`src/common/prox_cfg_pkg.sv`:
```
/*
  Package for the proximity emitter and gain configuration bank: register
  offsets, field positions, reset values and field limits.
  Assumes an 8-bit register port with byte addresses from the serial
  register interface of the device.
*/
`default_nettype none
package prox_cfg_pkg;
  localparam logic [7:0] ADDR_SCALER_SLAVE2 = 8'hAB;
  localparam logic [7:0] ADDR_SLAVE1_MASTER = 8'hAC;
  localparam logic [7:0] ADDR_ENGINE_GAIN   = 8'hAD;
  localparam logic [7:0] ADDR_PULSE_COUNT   = 8'hAE;

  localparam int RELEASE_LSB = 6;
  localparam int DETECT_LSB  = 4;
  localparam int SLAVE2_LSB  = 0;
  localparam int SLAVE1_LSB  = 4;
  localparam int MASTER_LSB  = 0;
  localparam int GAIN1_LSB   = 2;
  localparam int GAIN0_LSB   = 0;

  localparam logic [1:0] RST_SCALER = 2'h0;
  localparam logic [3:0] RST_SINK   = 4'h0;
  localparam logic [1:0] RST_GAIN   = 2'h2;
  localparam logic [7:0] RST_PULSE  = 8'h0F;

  localparam logic [3:0] SINK_MAX   = 4'h7;
endpackage : prox_cfg_pkg
`default_nettype wire

```
`src/rtl/sink_field_clamp.sv`:
```
/*
  Clamp for one 4-bit sink current setting: limits it to the largest
  legal code.
  Assumes a write value straight from the register port.
*/
`default_nettype none
module sink_field_clamp (
  input  wire logic [3:0] raw_in,
  output logic      [3:0] clamped_out
);
  import prox_cfg_pkg::*;

  // over-range codes would overdrive the emitter, so cap them
  always_comb begin
    clamped_out = (raw_in > SINK_MAX) ? SINK_MAX : raw_in;
  end
endmodule // sink_field_clamp
`default_nettype wire

```
`src/rtl/prox_emitter_gain_config_regs.sv`:
```
/*
  Configuration bank for the proximity emitter driver and gain stages:
  sink scalers, sink currents, engine gains and pulse count, with decoded
  values for the emitter driver and a pulse limiter per sample.
  Assumes the serial register interface delivers one-cycle write strobes
  and a read address on sys_clk_in; the emitter reports pulse requests.
*/
`default_nettype none
module prox_emitter_gain_config_regs (
  input  wire logic       sys_clk_in,
  input  wire logic       rst_n_in,
  input  wire logic       wr_en_in,
  input  wire logic [7:0] addr_in,
  input  wire logic [7:0] wr_data_in,
  input  wire logic       sample_start_in,
  input  wire logic       pulse_req_in,
  output logic      [7:0] rd_data_out,
  output logic      [2:0] release_scale_half_out,
  output logic      [2:0] detect_scale_half_out,
  output logic      [3:0] slave2_ma_out,
  output logic      [3:0] slave1_ma_out,
  output logic      [3:0] master_ma_out,
  output logic      [3:0] engine1_gain_x_out,
  output logic      [3:0] engine0_gain_x_out,
  output logic      [8:0] pulse_total_out,
  output logic            pulse_fire_out
);
  import prox_cfg_pkg::*;

  logic [1:0] release_sink_scaler_r, release_sink_scaler_nxt;
  logic [1:0] detect_sink_scaler_r, detect_sink_scaler_nxt;
  logic [3:0] second_slave_sink_current_r, second_slave_sink_current_nxt;
  logic [3:0] first_slave_sink_current_r, first_slave_sink_current_nxt;
  logic [3:0] master_sink_current_r, master_sink_current_nxt;
  logic [1:0] engine_one_gain_r, engine_one_gain_nxt;
  logic [1:0] engine_zero_gain_r, engine_zero_gain_nxt;
  logic [7:0] pulse_count_minus_one_r, pulse_count_minus_one_nxt;
  logic [7:0] rd_data_nxt;
  logic [3:0] slave2_clamped;
  logic [3:0] slave1_clamped;
  logic [3:0] master_clamped;
  logic [8:0] pulses_done_r, pulses_done_nxt;
  logic       pulse_fire_nxt;

  // scaler in half steps: code 0..3 gives 1..4 halves (0.5x to 2x)
  function automatic logic [2:0] scale_halves(input logic [1:0] code);
    scale_halves = {1'b0, code} + 3'h1;
  endfunction

  // gain code 0..3 gives 1x, 2x, 4x, 8x
  function automatic logic [3:0] gain_mult(input logic [1:0] code);
    gain_mult = 4'h1 << code;
  endfunction

  sink_field_clamp u_clamp_slave2 (
    .raw_in      (wr_data_in[SLAVE2_LSB +: 4]),
    .clamped_out (slave2_clamped)
  );
  sink_field_clamp u_clamp_slave1 (
    .raw_in      (wr_data_in[SLAVE1_LSB +: 4]),
    .clamped_out (slave1_clamped)
  );
  sink_field_clamp u_clamp_master (
    .raw_in      (wr_data_in[MASTER_LSB +: 4]),
    .clamped_out (master_clamped)
  );

  // register writes; sink fields are clamped so the cap holds in hardware
  always_comb begin
    release_sink_scaler_nxt       = release_sink_scaler_r;
    detect_sink_scaler_nxt        = detect_sink_scaler_r;
    second_slave_sink_current_nxt = second_slave_sink_current_r;
    first_slave_sink_current_nxt  = first_slave_sink_current_r;
    master_sink_current_nxt       = master_sink_current_r;
    engine_one_gain_nxt           = engine_one_gain_r;
    engine_zero_gain_nxt          = engine_zero_gain_r;
    pulse_count_minus_one_nxt     = pulse_count_minus_one_r;
    if (wr_en_in) begin
      case (addr_in)
        ADDR_SCALER_SLAVE2: begin
          release_sink_scaler_nxt = wr_data_in[RELEASE_LSB +: 2];
          detect_sink_scaler_nxt  = wr_data_in[DETECT_LSB +: 2];
          second_slave_sink_current_nxt = slave2_clamped;
        end
        ADDR_SLAVE1_MASTER: begin
          first_slave_sink_current_nxt = slave1_clamped;
          master_sink_current_nxt      = master_clamped;
        end
        ADDR_ENGINE_GAIN: begin
          // bits 7:4 dropped on purpose
          engine_one_gain_nxt  = wr_data_in[GAIN1_LSB +: 2];
          engine_zero_gain_nxt = wr_data_in[GAIN0_LSB +: 2];
        end
        ADDR_PULSE_COUNT: begin
          pulse_count_minus_one_nxt = wr_data_in;
        end
        default: begin
          pulse_count_minus_one_nxt = pulse_count_minus_one_r;
        end
      endcase
    end
  end

  // read mux; unmapped addresses read zero
  always_comb begin
    case (addr_in)
      ADDR_SCALER_SLAVE2: rd_data_nxt = {release_sink_scaler_r,
          detect_sink_scaler_r, second_slave_sink_current_r};
      ADDR_SLAVE1_MASTER: rd_data_nxt = {first_slave_sink_current_r,
          master_sink_current_r};
      ADDR_ENGINE_GAIN: rd_data_nxt = {4'h0, engine_one_gain_r,
          engine_zero_gain_r};
      ADDR_PULSE_COUNT: rd_data_nxt = pulse_count_minus_one_r;
      default: rd_data_nxt = 8'h00;
    endcase
  end

  // pulse limiter: a request fires only while the sample budget remains;
  // a new sample start resets the count and may fire in the same cycle
  always_comb begin
    logic [8:0] base;
    base = sample_start_in ? 9'h000 : pulses_done_r;
    pulse_fire_nxt  = 1'b0;
    pulses_done_nxt = base;
    if (pulse_req_in && (base < ({1'b0, pulse_count_minus_one_r} +
        9'h001))) begin
      pulse_fire_nxt  = 1'b1;
      pulses_done_nxt = base + 9'h001;
    end
  end

  // all state and registered outputs
  always_ff @(posedge sys_clk_in or negedge rst_n_in) begin
    if (!rst_n_in) begin
      release_sink_scaler_r       <= RST_SCALER;
      detect_sink_scaler_r        <= RST_SCALER;
      second_slave_sink_current_r <= RST_SINK;
      first_slave_sink_current_r  <= RST_SINK;
      master_sink_current_r       <= RST_SINK;
      engine_one_gain_r           <= RST_GAIN;
      engine_zero_gain_r          <= RST_GAIN;
      pulse_count_minus_one_r     <= RST_PULSE;
      pulses_done_r               <= 9'h000;
      rd_data_out                 <= 8'h00;
      release_scale_half_out      <= 3'h1;
      detect_scale_half_out       <= 3'h1;
      slave2_ma_out               <= 4'h0;
      slave1_ma_out               <= 4'h0;
      master_ma_out               <= 4'h1;
      engine1_gain_x_out          <= 4'h4;
      engine0_gain_x_out          <= 4'h4;
      pulse_total_out             <= 9'h010;
      pulse_fire_out              <= 1'b0;
    end else begin
      release_sink_scaler_r       <= release_sink_scaler_nxt;
      detect_sink_scaler_r        <= detect_sink_scaler_nxt;
      second_slave_sink_current_r <= second_slave_sink_current_nxt;
      first_slave_sink_current_r  <= first_slave_sink_current_nxt;
      master_sink_current_r       <= master_sink_current_nxt;
      engine_one_gain_r           <= engine_one_gain_nxt;
      engine_zero_gain_r          <= engine_zero_gain_nxt;
      pulse_count_minus_one_r     <= pulse_count_minus_one_nxt;
      pulses_done_r               <= pulses_done_nxt;
      rd_data_out                 <= rd_data_nxt;
      release_scale_half_out <= scale_halves(release_sink_scaler_nxt);
      detect_scale_half_out  <= scale_halves(detect_sink_scaler_nxt);
      slave2_ma_out          <= second_slave_sink_current_nxt;
      slave1_ma_out          <= first_slave_sink_current_nxt;
      master_ma_out          <= master_sink_current_nxt + 4'h1;
      engine1_gain_x_out     <= gain_mult(engine_one_gain_nxt);
      engine0_gain_x_out     <= gain_mult(engine_zero_gain_nxt);
      pulse_total_out  <= {1'b0, pulse_count_minus_one_nxt} + 9'h001;
      pulse_fire_out   <= pulse_fire_nxt;
    end
  end

  // decoded outputs take the next field values, so they change on the same edge as the stored fields
  sink_cap_a: assert property (
    @(posedge sys_clk_in) disable iff (!rst_n_in)
    slave1_ma_out <= 4'h7 && slave2_ma_out <= 4'h7 && master_ma_out <= 4'h8)
    else $error("sink current above cap");
  master_offset_a: assert property (
    @(posedge sys_clk_in) disable iff (!rst_n_in)
    master_ma_out == master_sink_current_r + 4'h1)
    else $error("master current offset wrong");
  // a count lowered mid-sample may leave the tally above the budget, so
  // only a grant after the budget is spent counts as a breach
  pulse_limit_a: assert property (
    @(posedge sys_clk_in) disable iff (!rst_n_in)
    pulse_req_in && !sample_start_in &&
    pulses_done_r >= {1'b0, pulse_count_minus_one_r} + 9'h001 |=>
    !pulse_fire_out)
    else $error("pulse count exceeded");
  pulse_write_a: assert property (
    @(posedge sys_clk_in) disable iff (!rst_n_in)
    wr_en_in && addr_in == ADDR_PULSE_COUNT |=>
    pulse_total_out == {1'b0, $past(wr_data_in)} + 9'h001)
    else $error("pulse total not value plus one");
  gain_rsvd_a: assert property (
    @(posedge sys_clk_in) disable iff (!rst_n_in)
    $past(addr_in) == ADDR_ENGINE_GAIN |-> rd_data_out[7:4] == 4'h0)
    else $error("gain reserved bits nonzero");
  release_scale_a: assert property (
    @(posedge sys_clk_in) disable iff (!rst_n_in)
    wr_en_in && addr_in == ADDR_SCALER_SLAVE2 |=>
    release_scale_half_out == {1'b0, $past(wr_data_in[7:6])} + 3'h1)
    else $error("release scaler wrong");
  detect_scale_a: assert property (
    @(posedge sys_clk_in) disable iff (!rst_n_in)
    wr_en_in && addr_in == ADDR_SCALER_SLAVE2 |=>
    detect_scale_half_out == {1'b0, $past(wr_data_in[5:4])} + 3'h1)
    else $error("detect scaler wrong");
  engine1_gain_a: assert property (
    @(posedge sys_clk_in) disable iff (!rst_n_in)
    wr_en_in && addr_in == ADDR_ENGINE_GAIN |=>
    engine1_gain_x_out == (4'h1 << $past(wr_data_in[3:2])))
    else $error("engine one gain wrong");
  engine0_gain_a: assert property (
    @(posedge sys_clk_in) disable iff (!rst_n_in)
    wr_en_in && addr_in == ADDR_ENGINE_GAIN |=>
    engine0_gain_x_out == (4'h1 << $past(wr_data_in[1:0])))
    else $error("engine zero gain wrong");
  slave_fields_a: assert property (
    @(posedge sys_clk_in) disable iff (!rst_n_in)
    wr_en_in && addr_in == ADDR_SLAVE1_MASTER &&
    wr_data_in[7:4] <= 4'h7 |=> slave1_ma_out == $past(wr_data_in[7:4]))
    else $error("slave one current wrong");
  slave2_field_a: assert property (
    @(posedge sys_clk_in) disable iff (!rst_n_in)
    wr_en_in && addr_in == ADDR_SCALER_SLAVE2 &&
    wr_data_in[3:0] <= 4'h7 |=> slave2_ma_out == $past(wr_data_in[3:0]))
    else $error("slave two current wrong");
endmodule // prox_emitter_gain_config_regs
`default_nettype wire

```
`config.mk`:
```
export PLATFORM = sky130hd
export DESIGN_NAME = prox_emitter_gain_config_regs
export DESIGN_NICKNAME = d
export VERILOG_FILES = /design/src/common/prox_cfg_pkg.sv /design/src/rtl/sink_field_clamp.sv /design/src/rtl/prox_emitter_gain_config_regs.sv
export SDC_FILE = /design/constraint.sdc
export NUM_CORES = 1
export LEC_CHECK = 0
export BUFFER_PORTS_ARGS = -buffer_cell sky130_fd_sc_hd__buf_2
export CORE_MARGIN = 2
export CORE_UTILIZATION = 56
export DETAILED_ROUTE_END_ITERATION = 16
export GPL_TIMING_DRIVEN = 0
export PLACE_DENSITY = 0.9
export SLEW_MARGIN = 5
export SYNTH_ARGS = -nofsm -noshare
export SYNTH_HDL_FRONTEND = slang
export SYNTH_HIERARCHICAL = 1
export SYNTH_SLANG_ARGS = --single-unit
```
`constraint.sdc`:
```
create_clock -name sys_clk_in -period 2.9 [get_ports sys_clk_in]
set_input_delay 0.145 -clock sys_clk_in [delete_from_list [all_inputs] [get_ports sys_clk_in]]
set_output_delay 0.145 -clock sys_clk_in [all_outputs]
set_load 0.01 [all_outputs]
```
**Word-level counts from Yosys, hierarchy flattened**

Cells that the tools add are included.

- Input port bits: 21
- Register bits after elaboration: 73
- Output and inout port bits: 44

- $lt $le $gt $ge: 3
- Reductions and logical operators: 3
- Shifts and indexed selects: 2
- $add $sub $neg: 6
- Muxes and demuxes: 18
- Equality and inequality tests: 4

Operators by type and width:

| cell | count |
|---|---|
| $eq 8x8->1 const B | 4 |
| $pmux 8 s4 | 1 |
| $add 8x1->9 const B | 2 |
| $mux 9 | 2 |
| $mux 2 | 8 |
| $mux 4 | 4 |
| $mux 8 | 2 |
| $add 9x1->9 const B | 1 |
| $lt 9x9->1 | 1 |
| $gt 4x3->1 const B | 2 |
| $shl 1x2->4 const A | 2 |
| $add 2x1->3 const B | 2 |
| $add 4x1->4 const B | 1 |
| $reduce_and 2->1 | 2 |
| $logic_and 1x1->1 | 1 |
| $mux 1 | 1 |

**Depth between registers and ports, before layout**

- Depth in word-level cells: 5
- Depth in mapped cells: 10

**Cells and area by module**

Netlist, hierarchy kept.

Modules (own cells, without submodules):

| module | sequential area each (µm²) | times used | area each (µm²) | cells an instance |
|---|---|---|---|---|
| prox_emitter_gain_config_regs | 1,841.8 | 1 | 3,519.6 | 296 |
| sink_field_clamp | 0.0 | 3 | 30.0 | 5 |

**Worst setup path after synthesis**

Ideal clock, no wire load.

- Path type: reg2reg
- Start: reg pulse_count_minus_one_r[2]
- End: reg pulses_done_r[1]
- Data arrival time: 2.472 ns
- Slack: 0.304 ns
- Required time: 2.775 ns
- Buffers on the path: 1
- Stages on the path, launching flop included: 10
- Clock period less this slack: 2.596 ns
- Library setup time: 0.125 ns
- Cells stage by stage: dfstp_2 clkbuf_1 and4_1 nand4_1 xor2_1 ha_1 nand4_1 a31oi_2 nand2b_1 mux2_2

- Longest elaborated chain between the ends: 4

Ends and longest elaborated chain:

| what | RTL line | source |
|---|---|---|
| from (decl) | prox_emitter_gain_config_regs.sv:37 | `logic [7:0] pulse_count_minus_one_r, pulse_count_minus_one_nxt;` |
| from (signal assigned) | prox_emitter_gain_config_regs.sv:162 | `pulse_count_minus_one_r <= pulse_count_minus_one_nxt;` |
| $add 8x1->9 | prox_emitter_gain_config_regs.sv:125 | `if (pulse_req_in && (base < ({1'b0, pulse_count_minus_one_r} +` |
| $lt 9x9->1 | prox_emitter_gain_config_regs.sv:125 |  |
| $logic_and 1x1->1 | prox_emitter_gain_config_regs.sv:125 |  |
| $mux 9 | prox_emitter_gain_config_regs.sv:125 |  |
| named net pulses_done_nxt[1] | prox_emitter_gain_config_regs.sv:42 | `logic [8:0] pulses_done_r, pulses_done_nxt;` |
| to (signal assigned) | prox_emitter_gain_config_regs.sv:163 | `pulses_done_r <= pulses_done_nxt;` |
| to (decl) | prox_emitter_gain_config_regs.sv:42 |  |

The timed path passes the listed nets, and every way through them passes these cells.
A chain may end at the register's enable or synchronous reset.

**Final worst setup path**

- Start: reg pulse_count_minus_one_r[0]
- End: reg pulses_done_r[1]

The elaborated chain is that of the path after synthesis.

==> qor.yml <==
dieWidth_um: 84.29
clkSinkCount: 73
fillers: 443
syn_inst: 311
cts_htree_levels: 3
gr-usage-all-layers_pct: 22.42
synth_ff_type: "dfrtp_1"
drv_cap: 0
synth_top_area_cell: "dfrtp_1"
place.gp.congestion: 0.8750
synth_area_leaders: "dfrtp_1 (42%), dfstp_2 (8.7%), mux2_2 (6.9%)"
relSlewSlack_pct: 41.86
critPathMaxFanout: 9
io_pins: 65
insertion_delay_ns: 0.35
synth.avg_cell_area_um2: 11.61
synth_common_cells: "dfrtp_1 (61), mux2_2 (22), nand3_1 (18)"
antennaDiodeCount: 0
yosys_register_bits: 73
synth-edff-count: 0
synth_most_common_cell: "dfrtp_1"
fin_skew_ns: 0.009529
hold_path.class: "primary input to flop"
cts.path.max_buffers: 2
finalPower_w: 0.002345
grt_remaining_overflow: 0
ys_seq_area_share_pct: 51.02
period_share_pct: 93.15
synth_area_um2: 3610
startpoint_type: "flop"
drt_iter0_drc: 269
cpLargestDelayFamily: "flip-flops"
cts_buffers: 9
timing.final.crit_period_ns: 2.701
async_flop_share_pct: 100.0
nets: 419
clk_pin_slew_ns: 0.07
cp_common_cell: "ha_1"
status: "complete, no violations"
max_freq_mhz: 370.2
path_buf_inv: 0
grt_max_degree: 74
avgRoutedWirePerCell_um: 16.23
rrSetupSlack_ns: 0.20
cp_cell_sequence: "ha_1, nand3_1, xor2_1, ha_1, and4_1, o21ai_1, a31oi_4, nand2b_1, mux2_2"
via_per_inst: 5.652
crit_slowest_cell: "dfstp_2"
die_area_um2: 7104
clock-root-buffer: "clkbuf_8"
hold_viol: 0
die_h_um: 84.29
grt_pass1_wl_um: 12370
ant_nets: 0
port_buffers: 62
dp_cells: 450
layout.cells.non_filler: 466
pwr_density_cell_nw_per_um2: 548.3
drc_errors: 0
area_delta_synth_final_pct: 18.47
drt-pass1-iter-count: 5
tritoncts: "yes"
grt_pass1_vias: 2643
row_count: 29
synth_top_area_share_pct: 42.29
syn-num-nets: 346
postCtsSetupBuffers: 0
wl_um: 7565
fin_setup_tns_ns: 0
critPathRequiredTime_ns: 3.13
finalMaxSlewViolations: 0
yosysWarnings: 6
ir_worst_vdd_uv: 398.1
tightest_slew_ns: 0.8720
hpwl_um: 5323
start_util_pct: 57.50
worstPathArrival_ns: 2.93
drive_gt1_share_pct: 34.45
synth_cell_type_count: 49
cp-end-kind: "flop"
vias: 2634
critPathMaxStageDelay_ns: 0.60
setup_viol: 0
leakagePower_nw: 2.134
rsz0062_at_grt: "false"
antenna_found_initial: 0
coreArea_um2: 6277
critPathKind: "flop to flop"
[cell type report]
| class | count | area (um2) | area share (%) |
|---|---|---|---|
| inverters | 7 | 26.28 | 0.6144 |
| well taps | 77 | 96.34 | 2.253 |
| plain buffers | 14 | 76.32 | 1.785 |
| clock inverters | 5 | 105.1 | 2.458 |
| repair buffers | 63 | 322.8 | 7.548 |
| clock buffers | 11 | 131.4 | 3.072 |
| flip-flops and latches | 73 | 1842 | 43.07 |
| multi-input cells | 216 | 1677 | 39.20 |
[logic make-up after synthesis]
group / synth area share [%]
buf+inv: 2.946
compound gates: 6.828
mux: 11.02
flops: 51.02
simple gates: 16.98
fa+ha+maj: 4.853
other cells: 0.3119
xor+xnor: 6.031
[routing by layer]
metal  GRT usage, %  vias up  part of all wire (%)
li1               -     1235                     -
met1          28.50     1284                    41
met2          35.21       97                    50
met3          8.161       18                   6.5
met4          8.798        0                   2.2
met5              0        -                     0
[stage by stage]
step	utilization, %	hold WS, ns	cell area (um2)	setup WS, ns
2_1_floorplan	-	-0.1506	3610	0.3037
3_3_place_gp	63.98	0.4333	4016	0.03423
3_5_place_dp	64.02	0.3160	4019	0.02956
4_1_cts	68.09	0.05768	4274	0.04391
5_1_grt	68.13	0.05841	4277	0.02840
6_report	68.13	0.07476	4277	0.1987
[path summary, 6_finish.rpt]
check,start,endpoint,cells past startpoint
setup reg to reg,pulse_count_minus_one_r[0],pulses_done_r[1],9
hold / removal,wr_data_in[6],release_scale_half_out[0],2
hold reg to reg,release_sink_scaler_r[0],release_scale_half_out[0],1
setup / recovery,pulse_count_minus_one_r[0],pulses_done_r[1],9
min in group asynchronous,rst_n_in,pulses_done_r[3],2
max in group asynchronous,rst_n_in,pulse_total_out[0],2
[sequential cells by signal, summed over array words and instances (netlist names), 4 cells and up]
name	flops
pulse_total_out	9
pulses_done_r	9
pulse_count_minus_one_r	8
rd_data_out	8
engine0_gain_x_out	4
engine1_gain_x_out	4
first_slave_sink_current_r	4
master_ma_out	4
master_sink_current_r	4
second_slave_sink_current_r	4
[report_power, final]
part           switching (W)  internal [W]
logic               0.000158      0.000124
registers          0.0000389       0.00108
clock network       0.000371      0.000572
[placed cells by master (no fill, tap or decap), drive strengths merged, types with 2 or more instances in the layout]
| master | count |
|---|---|
| nand2b | 5 |
| mux2 | 28 |
| nand4 | 7 |
| nand3 | 20 |
| a22oi | 6 |
| o21ai | 12 |
| or2 | 10 |
| a22o | 2 |
| bufinv | 3 |
| dfrtp | 61 |
| xnor2 | 11 |
| nor2b | 13 |
| buf | 71 |
| and4 | 4 |
| or3 | 3 |
| conb | 3 |
| mux2i | 6 |
| inv | 7 |
| clkbuf | 16 |
| clkinvlp | 2 |
| nor2 | 10 |
| o21a | 2 |
| o22ai | 2 |
| xor2 | 13 |
| a21oi | 4 |
| nand3b | 4 |
| and2 | 3 |
| nand2 | 17 |
| nor4 | 2 |
| dfstp | 12 |
| and3 | 2 |
| ha | 14 |
| o31ai | 3 |
[what timing repair did]
item	in CTS	in global routing
resized for setup	1	1
pin swaps	0	0
hold buffers	1	0
hold endpoints to repair	61	0
setup endpoints to repair	1	6
[worst register-to-register path, cell delays in order, from the launching register on]
cell and delay, ns:
dfstp_2 0.60, ha_1 0.26, nand3_1 0.12, xor2_1 0.16
ha_1 0.30, and4_1 0.18, o21ai_1 0.09, a31oi_4 0.31
nand2b_1 0.22, mux2_2 0.35
Power figures use the tool's default switching activity.
